File: src/inc/fdj_pkg.sv
// Shared constants and types of the frequency supervision and skip block.
// Assumes one 50 MHz core clock and a 32-bit classic Wishbone register bus.
package fdj_pkg;

  // ****************************************************************
  // Frequency format
  // ****************************************************************
  // Frequencies are unsigned counts of 0.01 Hz.
  localparam int FREQ_W = 16;
  typedef logic [FREQ_W-1:0] fdj_freq_t;

  localparam fdj_freq_t FREQ_ZERO     = 16'h0000;
  localparam fdj_freq_t FREQ_SAT      = 16'hFFFF;
  localparam fdj_freq_t LEVEL_RST     = 16'h1388;
  localparam fdj_freq_t HYST_RST      = 16'h00FA;
  localparam fdj_freq_t POINT_RST     = 16'h0000;
  localparam fdj_freq_t HALF_W_RST    = 16'h0000;
  localparam fdj_freq_t HALF_W_MAX    = 16'h01F4;
  localparam fdj_freq_t FMAX_RST      = 16'h1388;
  localparam logic [15:0] HOLD_RST    = 16'h01F4;
  localparam logic [15:0] CNT_ONE     = 16'h0001;
  localparam logic        SKIP_EN_RST = 1'b0;

  // ****************************************************************
  // Register map
  // ****************************************************************
  localparam int ADR_W = 8;
  localparam logic [ADR_W-1:0] ADR_CTRL    = 8'h00;
  localparam logic [ADR_W-1:0] ADR_LVL1    = 8'h04;
  localparam logic [ADR_W-1:0] ADR_HYS1    = 8'h08;
  localparam logic [ADR_W-1:0] ADR_LVL2    = 8'h0C;
  localparam logic [ADR_W-1:0] ADR_HYS2    = 8'h10;
  localparam logic [ADR_W-1:0] ADR_PT1     = 8'h14;
  localparam logic [ADR_W-1:0] ADR_PT2     = 8'h18;
  localparam logic [ADR_W-1:0] ADR_HALF_W  = 8'h1C;
  localparam logic [ADR_W-1:0] ADR_FMAX    = 8'h20;
  localparam logic [ADR_W-1:0] ADR_HOLD    = 8'h24;
  localparam logic [ADR_W-1:0] ADR_STATUS  = 8'h28;

  localparam int CTRL_SKIP_BIT   = 0;
  localparam int STAT_FLAG1_BIT  = 16;
  localparam int STAT_FLAG2_BIT  = 17;
  localparam int STAT_STATE_LSB  = 18;
  localparam int NUM_DET         = 2;
  localparam logic [31:0] DATA_ZERO = 32'h0000_0000;

  // ****************************************************************
  // Skip state machine
  // ****************************************************************
  typedef enum logic [1:0] {
    JS_PASS,
    JS_HOLD,
    JS_SKIP
  } fdj_jump_e;

endpackage : fdj_pkg

File: src/inc/fdj_det_if.sv
// Carrier between the top module and one threshold detector.
// Assumes all members are driven on the core clock.
`timescale 1ns/1ps
interface fdj_det_if;
  fdj_pkg::fdj_freq_t level;
  fdj_pkg::fdj_freq_t hyst;
  fdj_pkg::fdj_freq_t freq;
  logic               flag;

  modport top (output level, output hyst, output freq, input flag);
  modport det (input level, input hyst, input freq, output flag);
endinterface : fdj_det_if

File: src/fdj_thresh.sv
// One frequency threshold detector with hysteresis on the way down.
// Assumes level, hysteresis and frequency come from the same clock domain.
`timescale 1ns/1ps
module fdj_thresh (
  input  wire logic core_clk,
  input  wire logic rstn,
  fdj_det_if.det    dif
);

  typedef struct packed {
    logic flag;
  } fdj_thr_s;

  fdj_thr_s           st;
  fdj_thr_s           next_st;
  fdj_pkg::fdj_freq_t hys_eff;
  fdj_pkg::fdj_freq_t low_edge;

  // ****************************************************************
  // Detection
  // ****************************************************************
  always_comb begin
    next_st = st;
    // A level lowered below the stored hysteresis must not underflow.
    hys_eff  = (dif.hyst > dif.level) ? dif.level : dif.hyst;
    low_edge = dif.level - hys_eff;
    if (dif.freq > dif.level) begin
      next_st.flag = 1'b1;
    end else if (dif.freq < low_edge) begin
      next_st.flag = 1'b0;
    end
  end

  always_ff @(posedge core_clk or negedge rstn) begin
    if (!rstn) begin
      st <= '0;
    end else begin
      st <= next_st;
    end
  end

  assign dif.flag = st.flag;

endmodule : fdj_thresh

File: src/fdj_top.sv
// Frequency supervision top: two threshold flags, two skip bands, Wishbone registers.
// Assumes ramp_freq comes from the ramp generator on core_clk and a classic
// Wishbone master on the same clock.
//
// Functional notes
// - The first flag rises when the running frequency goes above the first level, default 50.00 Hz.
// - The first flag falls only when the running frequency goes below first level minus first hysteresis, default 2.5 Hz.
// - The second flag works independently and rises above the second level, default 50.00 Hz.
// - The second flag falls only below second level minus second hysteresis, default 2.5 Hz.
// - Hysteresis acts only on the way down; on the way up the bare level switches the flag.
// - Levels are held between 0.00 Hz and the maximum frequency, and each hysteresis between zero and its level.
// - There are two skip points, and the skip function is off when both are zero.
// - A skip point set to zero is ignored on its own, and both points reset to 0.00 Hz.
// - Each skipped band is twice the half width wide, which ranges from zero to 5.00 Hz and resets to 0.00 Hz.
// - Accelerating into a band, the output holds its frequency for a while and then steps over the band.
// - Decelerating into a band, the output holds its frequency for a while and then steps down past the band.
// - With the ramp skip option at 0, its reset value, the output runs straight through bands while ramping.
// - With the ramp skip option at 1, the output skips the band whenever a ramp nears a skip point.
//
// Local design decisions: register access over Wishbone and the address map.
`timescale 1ns/1ps
module fdj_top (
  input  wire logic                       core_clk,
  input  wire logic                       rstn,
  input  wire logic                       wb_cyc_i,
  input  wire logic                       wb_stb_i,
  input  wire logic                       wb_we_i,
  input  wire logic [fdj_pkg::ADR_W-1:0]  wb_adr_i,
  input  wire logic [3:0]                 wb_sel_i,
  input  wire logic [31:0]                wb_dat_i,
  output logic      [31:0]                wb_dat_o,
  output logic                            wb_ack_o,
  input  wire fdj_pkg::fdj_freq_t         ramp_freq,
  output fdj_pkg::fdj_freq_t              freq_out,
  output logic                            freq_threshold_one,
  output logic                            freq_threshold_two
);

  typedef struct packed {
    logic               ack;
    logic [31:0]        rdata;
    logic               skip_while_ramping;
    fdj_pkg::fdj_freq_t threshold_one_level;
    fdj_pkg::fdj_freq_t threshold_one_hysteresis;
    fdj_pkg::fdj_freq_t threshold_two_level;
    fdj_pkg::fdj_freq_t threshold_two_hysteresis;
    fdj_pkg::fdj_freq_t skip_point_one;
    fdj_pkg::fdj_freq_t skip_point_two;
    fdj_pkg::fdj_freq_t skip_half_width;
    fdj_pkg::fdj_freq_t max_output_frequency;
    logic [15:0]        hold_cycles;
    fdj_pkg::fdj_jump_e js;
    logic [15:0]        hold_cnt;
    fdj_pkg::fdj_freq_t outf;
    fdj_pkg::fdj_freq_t prev_ramp;
    logic               going_up;
  } fdj_top_s;

  fdj_top_s           st;
  fdj_top_s           next_st;
  logic               req;
  fdj_pkg::fdj_freq_t wfreq;
  logic               hit_one;
  logic               hit_two;
  logic               hit;
  logic               ramping;
  fdj_pkg::fdj_freq_t band_lo;
  fdj_pkg::fdj_freq_t band_hi;

  // ****************************************************************
  // Helpers
  // ****************************************************************
  function automatic fdj_pkg::fdj_freq_t fdj_merge(input fdj_pkg::fdj_freq_t old, input logic [31:0] dat,
                                                   input logic [3:0] sel);
    fdj_pkg::fdj_freq_t res;
    res = old;
    for (int i = 0; i < fdj_pkg::FREQ_W / 8; i++) begin
      if (sel[i]) begin
        res[i*8 +: 8] = dat[i*8 +: 8];
      end
    end
    return res;
  endfunction : fdj_merge

  function automatic fdj_pkg::fdj_freq_t fdj_min(input fdj_pkg::fdj_freq_t a, input fdj_pkg::fdj_freq_t b);
    return (a > b) ? b : a;
  endfunction : fdj_min

  // Widened arithmetic keeps a band near the top of the range from wrapping.
  function automatic logic fdj_in_band(input fdj_pkg::fdj_freq_t f, input fdj_pkg::fdj_freq_t p,
                                       input fdj_pkg::fdj_freq_t a);
    logic [fdj_pkg::FREQ_W:0] fa;
    logic [fdj_pkg::FREQ_W:0] pa;
    fa = {1'b0, f} + {1'b0, a};
    pa = {1'b0, p} + {1'b0, a};
    // A zero point is no band at all.
    return (p != fdj_pkg::FREQ_ZERO) && (fa >= {1'b0, p}) && ({1'b0, f} <= pa);
  endfunction : fdj_in_band

  function automatic fdj_pkg::fdj_freq_t fdj_lo_edge(input fdj_pkg::fdj_freq_t p, input fdj_pkg::fdj_freq_t a);
    return (p > a) ? (p - a) : fdj_pkg::FREQ_ZERO;
  endfunction : fdj_lo_edge

  function automatic fdj_pkg::fdj_freq_t fdj_hi_edge(input fdj_pkg::fdj_freq_t p, input fdj_pkg::fdj_freq_t a);
    logic [fdj_pkg::FREQ_W:0] s;
    s = {1'b0, p} + {1'b0, a};
    return s[fdj_pkg::FREQ_W] ? fdj_pkg::FREQ_SAT : s[fdj_pkg::FREQ_W-1:0];
  endfunction : fdj_hi_edge

  // ****************************************************************
  // Threshold detectors
  // ****************************************************************
  fdj_det_if det_if [fdj_pkg::NUM_DET] ();

  assign det_if[0].level = st.threshold_one_level;
  assign det_if[0].hyst  = st.threshold_one_hysteresis;
  assign det_if[0].freq  = st.outf;
  assign det_if[1].level = st.threshold_two_level;
  assign det_if[1].hyst  = st.threshold_two_hysteresis;
  assign det_if[1].freq  = st.outf;

  // Both detectors watch the frequency actually driven out, not the ramp request.
  generate
    for (genvar g = 0; g < fdj_pkg::NUM_DET; g++) begin : g_det
      fdj_thresh u_thresh (
        .core_clk (core_clk),
        .rstn     (rstn),
        .dif      (det_if[g])
      );
    end
  endgenerate

  assign freq_threshold_one = det_if[0].flag;
  assign freq_threshold_two = det_if[1].flag;

  // ****************************************************************
  // Next state
  // ****************************************************************
  always_comb begin
    next_st = st;
    req     = wb_cyc_i && wb_stb_i && !st.ack;
    wfreq   = fdj_merge(fdj_pkg::FREQ_ZERO, wb_dat_i, wb_sel_i);

    // Bus slave: one wait state, ack for exactly one cycle.
    next_st.ack = req;
    if (req && wb_we_i) begin
      if (wb_adr_i == fdj_pkg::ADR_CTRL) begin
        if (wb_sel_i[0]) begin
          next_st.skip_while_ramping = wb_dat_i[fdj_pkg::CTRL_SKIP_BIT];
        end
      end else if (wb_adr_i == fdj_pkg::ADR_LVL1) begin
        next_st.threshold_one_level =
          fdj_min(fdj_merge(st.threshold_one_level, wb_dat_i, wb_sel_i), st.max_output_frequency);
      end else if (wb_adr_i == fdj_pkg::ADR_HYS1) begin
        next_st.threshold_one_hysteresis =
          fdj_min(fdj_merge(st.threshold_one_hysteresis, wb_dat_i, wb_sel_i), st.threshold_one_level);
      end else if (wb_adr_i == fdj_pkg::ADR_LVL2) begin
        next_st.threshold_two_level =
          fdj_min(fdj_merge(st.threshold_two_level, wb_dat_i, wb_sel_i), st.max_output_frequency);
      end else if (wb_adr_i == fdj_pkg::ADR_HYS2) begin
        next_st.threshold_two_hysteresis =
          fdj_min(fdj_merge(st.threshold_two_hysteresis, wb_dat_i, wb_sel_i), st.threshold_two_level);
      end else if (wb_adr_i == fdj_pkg::ADR_PT1) begin
        next_st.skip_point_one =
          fdj_min(fdj_merge(st.skip_point_one, wb_dat_i, wb_sel_i), st.max_output_frequency);
      end else if (wb_adr_i == fdj_pkg::ADR_PT2) begin
        next_st.skip_point_two =
          fdj_min(fdj_merge(st.skip_point_two, wb_dat_i, wb_sel_i), st.max_output_frequency);
      end else if (wb_adr_i == fdj_pkg::ADR_HALF_W) begin
        next_st.skip_half_width =
          fdj_min(fdj_merge(st.skip_half_width, wb_dat_i, wb_sel_i), fdj_pkg::HALF_W_MAX);
      end else if (wb_adr_i == fdj_pkg::ADR_FMAX) begin
        next_st.max_output_frequency = wfreq;
      end else if (wb_adr_i == fdj_pkg::ADR_HOLD) begin
        // Zero would mean no hold at all, so it is kept at one.
        next_st.hold_cycles = (wfreq == fdj_pkg::FREQ_ZERO) ? fdj_pkg::CNT_ONE : wfreq;
      end
    end

    next_st.rdata = fdj_pkg::DATA_ZERO;
    if (req && !wb_we_i) begin
      if (wb_adr_i == fdj_pkg::ADR_CTRL) begin
        next_st.rdata[fdj_pkg::CTRL_SKIP_BIT] = st.skip_while_ramping;
      end else if (wb_adr_i == fdj_pkg::ADR_LVL1) begin
        next_st.rdata[fdj_pkg::FREQ_W-1:0] = st.threshold_one_level;
      end else if (wb_adr_i == fdj_pkg::ADR_HYS1) begin
        next_st.rdata[fdj_pkg::FREQ_W-1:0] = st.threshold_one_hysteresis;
      end else if (wb_adr_i == fdj_pkg::ADR_LVL2) begin
        next_st.rdata[fdj_pkg::FREQ_W-1:0] = st.threshold_two_level;
      end else if (wb_adr_i == fdj_pkg::ADR_HYS2) begin
        next_st.rdata[fdj_pkg::FREQ_W-1:0] = st.threshold_two_hysteresis;
      end else if (wb_adr_i == fdj_pkg::ADR_PT1) begin
        next_st.rdata[fdj_pkg::FREQ_W-1:0] = st.skip_point_one;
      end else if (wb_adr_i == fdj_pkg::ADR_PT2) begin
        next_st.rdata[fdj_pkg::FREQ_W-1:0] = st.skip_point_two;
      end else if (wb_adr_i == fdj_pkg::ADR_HALF_W) begin
        next_st.rdata[fdj_pkg::FREQ_W-1:0] = st.skip_half_width;
      end else if (wb_adr_i == fdj_pkg::ADR_FMAX) begin
        next_st.rdata[fdj_pkg::FREQ_W-1:0] = st.max_output_frequency;
      end else if (wb_adr_i == fdj_pkg::ADR_HOLD) begin
        next_st.rdata[15:0] = st.hold_cycles;
      end else if (wb_adr_i == fdj_pkg::ADR_STATUS) begin
        next_st.rdata[fdj_pkg::FREQ_W-1:0]          = st.outf;
        next_st.rdata[fdj_pkg::STAT_FLAG1_BIT]      = det_if[0].flag;
        next_st.rdata[fdj_pkg::STAT_FLAG2_BIT]      = det_if[1].flag;
        next_st.rdata[fdj_pkg::STAT_STATE_LSB +: 2] = st.js;
      end
    end

    // Skip bands; with both points zero no band can be hit.
    hit_one = fdj_in_band(ramp_freq, st.skip_point_one, st.skip_half_width);
    hit_two = fdj_in_band(ramp_freq, st.skip_point_two, st.skip_half_width);
    hit     = hit_one || hit_two;
    band_lo = hit_one ? fdj_lo_edge(st.skip_point_one, st.skip_half_width)
                      : fdj_lo_edge(st.skip_point_two, st.skip_half_width);
    band_hi = hit_one ? fdj_hi_edge(st.skip_point_one, st.skip_half_width)
                      : fdj_hi_edge(st.skip_point_two, st.skip_half_width);
    ramping = (ramp_freq != st.prev_ramp);
    next_st.prev_ramp = ramp_freq;

    case (st.js)
      fdj_pkg::JS_PASS: begin
        if (hit && ramping && st.skip_while_ramping) begin
          // Hold the last output frequency before the band.
          next_st.js       = fdj_pkg::JS_HOLD;
          next_st.hold_cnt = 16'h0000;
          next_st.going_up = (ramp_freq > st.outf);
        end else if (hit && !ramping) begin
          // A steady reference is never left sitting inside a band.
          next_st.outf = band_lo;
        end else begin
          next_st.outf = ramp_freq;
        end
      end
      fdj_pkg::JS_HOLD: begin
        next_st.hold_cnt = st.hold_cnt + fdj_pkg::CNT_ONE;
        if (!hit) begin
          next_st.js   = fdj_pkg::JS_PASS;
          next_st.outf = ramp_freq;
        end else if (next_st.hold_cnt >= st.hold_cycles) begin
          next_st.js = fdj_pkg::JS_SKIP;
        end
      end
      fdj_pkg::JS_SKIP: begin
        if (hit) begin
          next_st.outf = st.going_up ? band_hi : band_lo;
        end else begin
          next_st.js   = fdj_pkg::JS_PASS;
          next_st.outf = ramp_freq;
        end
      end
      default: begin
        next_st.js = fdj_pkg::JS_PASS;
      end
    endcase
  end

  // ****************************************************************
  // State register
  // ****************************************************************
  always_ff @(posedge core_clk or negedge rstn) begin
    if (!rstn) begin
      st                          <= '0;
      st.skip_while_ramping       <= fdj_pkg::SKIP_EN_RST;
      st.threshold_one_level      <= fdj_pkg::LEVEL_RST;
      st.threshold_one_hysteresis <= fdj_pkg::HYST_RST;
      st.threshold_two_level      <= fdj_pkg::LEVEL_RST;
      st.threshold_two_hysteresis <= fdj_pkg::HYST_RST;
      st.skip_point_one           <= fdj_pkg::POINT_RST;
      st.skip_point_two           <= fdj_pkg::POINT_RST;
      st.skip_half_width          <= fdj_pkg::HALF_W_RST;
      st.max_output_frequency     <= fdj_pkg::FMAX_RST;
      st.hold_cycles              <= fdj_pkg::HOLD_RST;
      st.js                       <= fdj_pkg::JS_PASS;
    end else begin
      st <= next_st;
    end
  end

  assign wb_ack_o = st.ack;
  assign wb_dat_o = st.rdata;
  assign freq_out = st.outf;

endmodule : fdj_top

File: config.mk
export PLATFORM = sky130hd
export DESIGN_NAME = fdj_top
export DESIGN_NICKNAME = d
export VERILOG_FILES = /design/src/inc/fdj_pkg.sv /design/src/inc/fdj_det_if.sv /design/src/fdj_thresh.sv /design/src/fdj_top.sv
export SDC_FILE = /design/constraint.sdc
export NUM_CORES = 1
export LEC_CHECK = 0
export BUFFER_PORTS_ARGS = -buffer_cell sky130_fd_sc_hd__buf_2
export CORE_UTILIZATION = 35
export CTS_BUF_LIST = sky130_fd_sc_hd__clkbuf_4
export DETAILED_ROUTE_END_ITERATION = 12
export GPL_TIMING_DRIVEN = 0
export SYNTH_ARGS = -nofsm -noshare
export SYNTH_HDL_FRONTEND = slang
export SYNTH_SLANG_ARGS = --single-unit
export TNS_END_PERCENT = 1
File: constraint.sdc
create_clock -name core_clk -period 10.3 [get_ports core_clk]
set_input_delay 1.03 -clock core_clk [delete_from_list [all_inputs] [get_ports core_clk]]
set_output_delay 1.03 -clock core_clk [all_outputs]
set_load 0.01 [all_outputs]
==> run summary <==
The die area came out at 0.0714 mm2. The fraction of final layout cells with drive strength greater than 1 is 10.7%. The total routing usage reported by global routing is 28.5%. The root buffer cell chosen for the clock tree is sky130_fd_sc_hd__clkbuf_4. At the pin with the least slew margin, the transition time is 1.29 ns. The DRC violation total after the first TritonRoute iteration is 2571. The number of warnings reported in the yosys synthesis log is 0. Routability-driven placement finished with a final weighted congestion of 1.01. The number of max-cap violations came out at 0. Entering global routing, the biggest net connects 100 pins.

The worst setup slack after placement is 2.84 ns. The synthesized design contains 219 register bits. The leftover overflow at the end of global routing is 0. The number of instances in the synthesized netlist is 3016. The number of nets still failing antenna checks after routing is 0. The remaining routing DRC violations is 0. In this run the power density over the cells is 89.9 mW/mm2. Across the VDD grid, the largest voltage drop is 52.3 uV. The number of placed I/O pins is 116. Ranked by instance count, the synthesized netlist is headed by 401 x sky130_fd_sc_hd__ha_1, 336 x sky130_fd_sc_hd__o21ai_0, 257 x sky130_fd_sc_hd__nand2_1. The number of clock buffers inserted by TritonCTS is 69.

Dividing the detail-routed via count by the number of cells gives 5.83. The run finished with clean final reports. The worst setup path is launched from a flop. The final hold violation count is 0. The HPWL after detailed placement is 79200 um. The via count of the first global-routing pass is 22853. In this run the number of H-tree levels came out at 3. Summed over all failing endpoints, the final setup total negative slack is 0 ns. The prevailing post-synth register cell is sky130_fd_sc_hd__dfrtp_1.

By instance count, the leading cell after synthesis is sky130_fd_sc_hd__ha_1. The post-synth design cell area is 0.0246 mm2. By instance count, the cell type seen most on the critical path is sky130_fd_sc_hd__o21ai_0. The sequential cell area fraction in the yosys report is 22.4%. The maximum clock insertion buffer count came out at 3.

The share of synthesized registers carrying an async set or reset came out at 100%. The routed design could run at a clock period as short as 7.24 ns. The clock edge transition at the registers on the reported setup and hold paths came out at 0.06 ns.

The core occupancy in the finished layout came out at 39.4%. The total wire length came out at 102000 um. The final clock period utilization by the worst path came out at 70.3%.

The worst pin sits at a relative slew slack of 13.9%. The netlist uses 89 different library cells. Setup repair after global routing left no endpoint under its margin.

The count of flip-flops with a built-in enable after synthesis came out at 0. The average wire length per cell after detail routing came out at 24.4 um. Averaged over all synthesized cells, the footprint is 8.16 um2. The first global-routing pass estimated 150000 um of wire. The routed layout has 24300 vias. The clock net sink count came out at 219. The global routing usage on met1 is 38.9%. From left edge to right edge, the die measures 267 um. The count of pins over their slew limit is 0. Timing would allow up to 138 MHz.

The first detailed-routing pass ran for 8 iterations. After global routing, the most crowded layer is met2. For this design, the slowest cell found on the critical path is sky130_fd_sc_hd__a31oi_1.

The count of input and output buffers came out at 84. At the worst endpoint, the required time is 10.92 ns. Relative to the synthesized area, the layout overhead comes to 10.6%. The standard cell core area came out at 0.0691 mm2. The overall power is 2.45 mW.

In this run the worst hold path is classified as input pin to async pin. The critical path in this run is classified as flop to flop. The fraction of post-synthesis cell area in the top cell type by area is 20.4%. The number of setup violations in the final report is 0. The die span in y came out at 267 um.

The row count came out at 96. The type of element capturing the critical path is a flop. The critical path's largest stage delay came out at 0.88 ns.

The worst setup slack after layout is 3.06 ns. In this run, post-CTS hold repair placed 0 buffers. The TritonCTS clock tree is done. The met3 layer usage reported by global route came out at 7.94%. The data arrival time of the critical path is 7.86 ns.

In the final design database the tool counted 3657 nets. In the post-synthesis netlist, the biggest area contributors are sky130_fd_sc_hd__ha_1 20%, sky130_fd_sc_hd__dfrtp_1 19%, sky130_fd_sc_hd__o21ai_0 6.8%, sky130_fd_sc_hd__mux2i_1 5.5%, sky130_fd_sc_hd__a21oi_1 4.1%. The largest fanout on the critical path came out at 10.

The buffer count from post-CTS setup fixing is 0. The number of resized instances in the post-cts repair step came out at 0. The final worst clock skew is 0.0834 ns. The biggest area contributor in the post-synthesis netlist is sky130_fd_sc_hd__ha_1. The static leakage came out at 12.2 nW.

The initial core utilization is 35.6%. The global routing met2 resource utilization is 41.2%. The clock latency on the worst-skew pair came out at 0.85 ns. The number of antenna violations at the first check in global routing came out at 3.
-- metal layers --
layer	routed length, um	vias to the layer above
met3	11100	258
li1	-	11381
met1	44700	11457
met2	41300	1200
met4	4760	4
met5	42	-
-- cell type report --
type	instances	area, um2
clock inverters	23	149
inverters	247	927
fillers	7189	41900
clock buffers	102	766
plain buffers	170	876
diodes	1	2.50
well taps	931	1160
flip-flops and latches	219	5520
repair buffers	86	485
multi-input cells	2391	17300
-- worst max-delay path, delay by kind of cell, from the launching register on --
kind,cells,cell delay [ns]
AND/OR/NAND/NOR,4,0.57
adder cells (fa/ha/maj),4,1.29
buffers and inverters,2,0.86
flip-flops,1,0.47
AO/OA/AOI/OAI,20,3.82
-- cell usage in the layout, fill, tap and decap left out, types with 21 or more instances in the layout --
| cell | n |
|---|---|
| sky130_fd_sc_hd__a211oi_1 | 25 |
| sky130_fd_sc_hd__a21o_1 | 75 |
| sky130_fd_sc_hd__a21oi_1 | 203 |
| sky130_fd_sc_hd__a31oi_1 | 28 |
| sky130_fd_sc_hd__and3_1 | 21 |
| sky130_fd_sc_hd__buf_2 | 105 |
| sky130_fd_sc_hd__buf_4 | 52 |
| sky130_fd_sc_hd__clkbuf_1 | 87 |
| sky130_fd_sc_hd__clkbuf_4 | 102 |
| sky130_fd_sc_hd__dfrtp_1 | 186 |
| sky130_fd_sc_hd__dfstp_2 | 33 |
| sky130_fd_sc_hd__ha_1 | 401 |
| sky130_fd_sc_hd__inv_1 | 242 |
| sky130_fd_sc_hd__mux2i_1 | 134 |
| sky130_fd_sc_hd__nand2_1 | 257 |
| sky130_fd_sc_hd__nand2b_1 | 39 |
| sky130_fd_sc_hd__nand3_1 | 75 |
| sky130_fd_sc_hd__nand4_1 | 63 |
| sky130_fd_sc_hd__nor2_1 | 151 |
| sky130_fd_sc_hd__nor2b_1 | 41 |
| sky130_fd_sc_hd__nor3_1 | 31 |
| sky130_fd_sc_hd__nor4_1 | 29 |
| sky130_fd_sc_hd__o21a_1 | 48 |
| sky130_fd_sc_hd__o21ai_0 | 336 |
| sky130_fd_sc_hd__o22ai_1 | 43 |
| sky130_fd_sc_hd__xnor2_1 | 62 |
| sky130_fd_sc_hd__xor2_1 | 46 |
-- sequential cells by signal (all words and copies together) (netlist names) --
name and count:
g_det.u_thresh.dif.flag 2, wb_dat_o 20, freq_out 16, det_if.hyst 32, wb_ack_o 1, st 116
det_if.level 32
-- worst paths after layout --
| check | start | to | slack (ns) | cells after the start |
|---|---|---|---|---|
| max in group asynchronous | rstn | st[97] | 8.91 | 3 |
| setup / recovery | det_if[0].level[1] | g_det[0].u_thresh.dif.flag | 3.06 | 30 |
| hold reg to reg | st[59] | st[59] | 0.50 | 2 |
| hold / removal | rstn | g_det[1].u_thresh.dif.flag | 0.05 | 1 |
| setup reg to reg | det_if[0].level[1] | g_det[0].u_thresh.dif.flag | 3.06 | 30 |
| min in group core_clk | wb_we_i | wb_dat_o[0] | 0.40 | 2 |
-- per-stage QoR --
| stage | hold slack, ns | cells | cell area (um2) |
|---|---|---|---|
| 2_1_floorplan | 0.468 | 3027 | 24600 |
| 3_3_place_gp | 0.483 | 4042 | 26200 |
| 3_5_place_dp | 0.489 | 4044 | 26300 |
| 4_1_cts | 0.00903 | 4169 | 27200 |
| 5_1_grt | 0.0475 | 4170 | 27200 |
| 6_report | 0.0535 | 4170 | 27200 |
-- where the power goes --
part           leakage, nW  switching (mW)  internal [mW]
clock                0.543           0.448          0.504
sequential            2.76          0.0488          0.881
combinational         8.89           0.344          0.221
-- kinds of logic (layout without fill, tap and decap cells) --
kind of cell,after synthesis,in the layout,share of synthesized area (%)
AOI/OAI and AO/OA,955,955,24.5
xor gates and xnor gates,108,108,3.84
adders and majority gates,408,408,21.0
buffers and inverters,417,628,7.33
DFF,219,219,22.4
muxes,144,144,5.91
other,1,13,0.0152
and+or+nand+nor,764,764,15.0
Note: power is estimated with default switching activity, not from simulation.
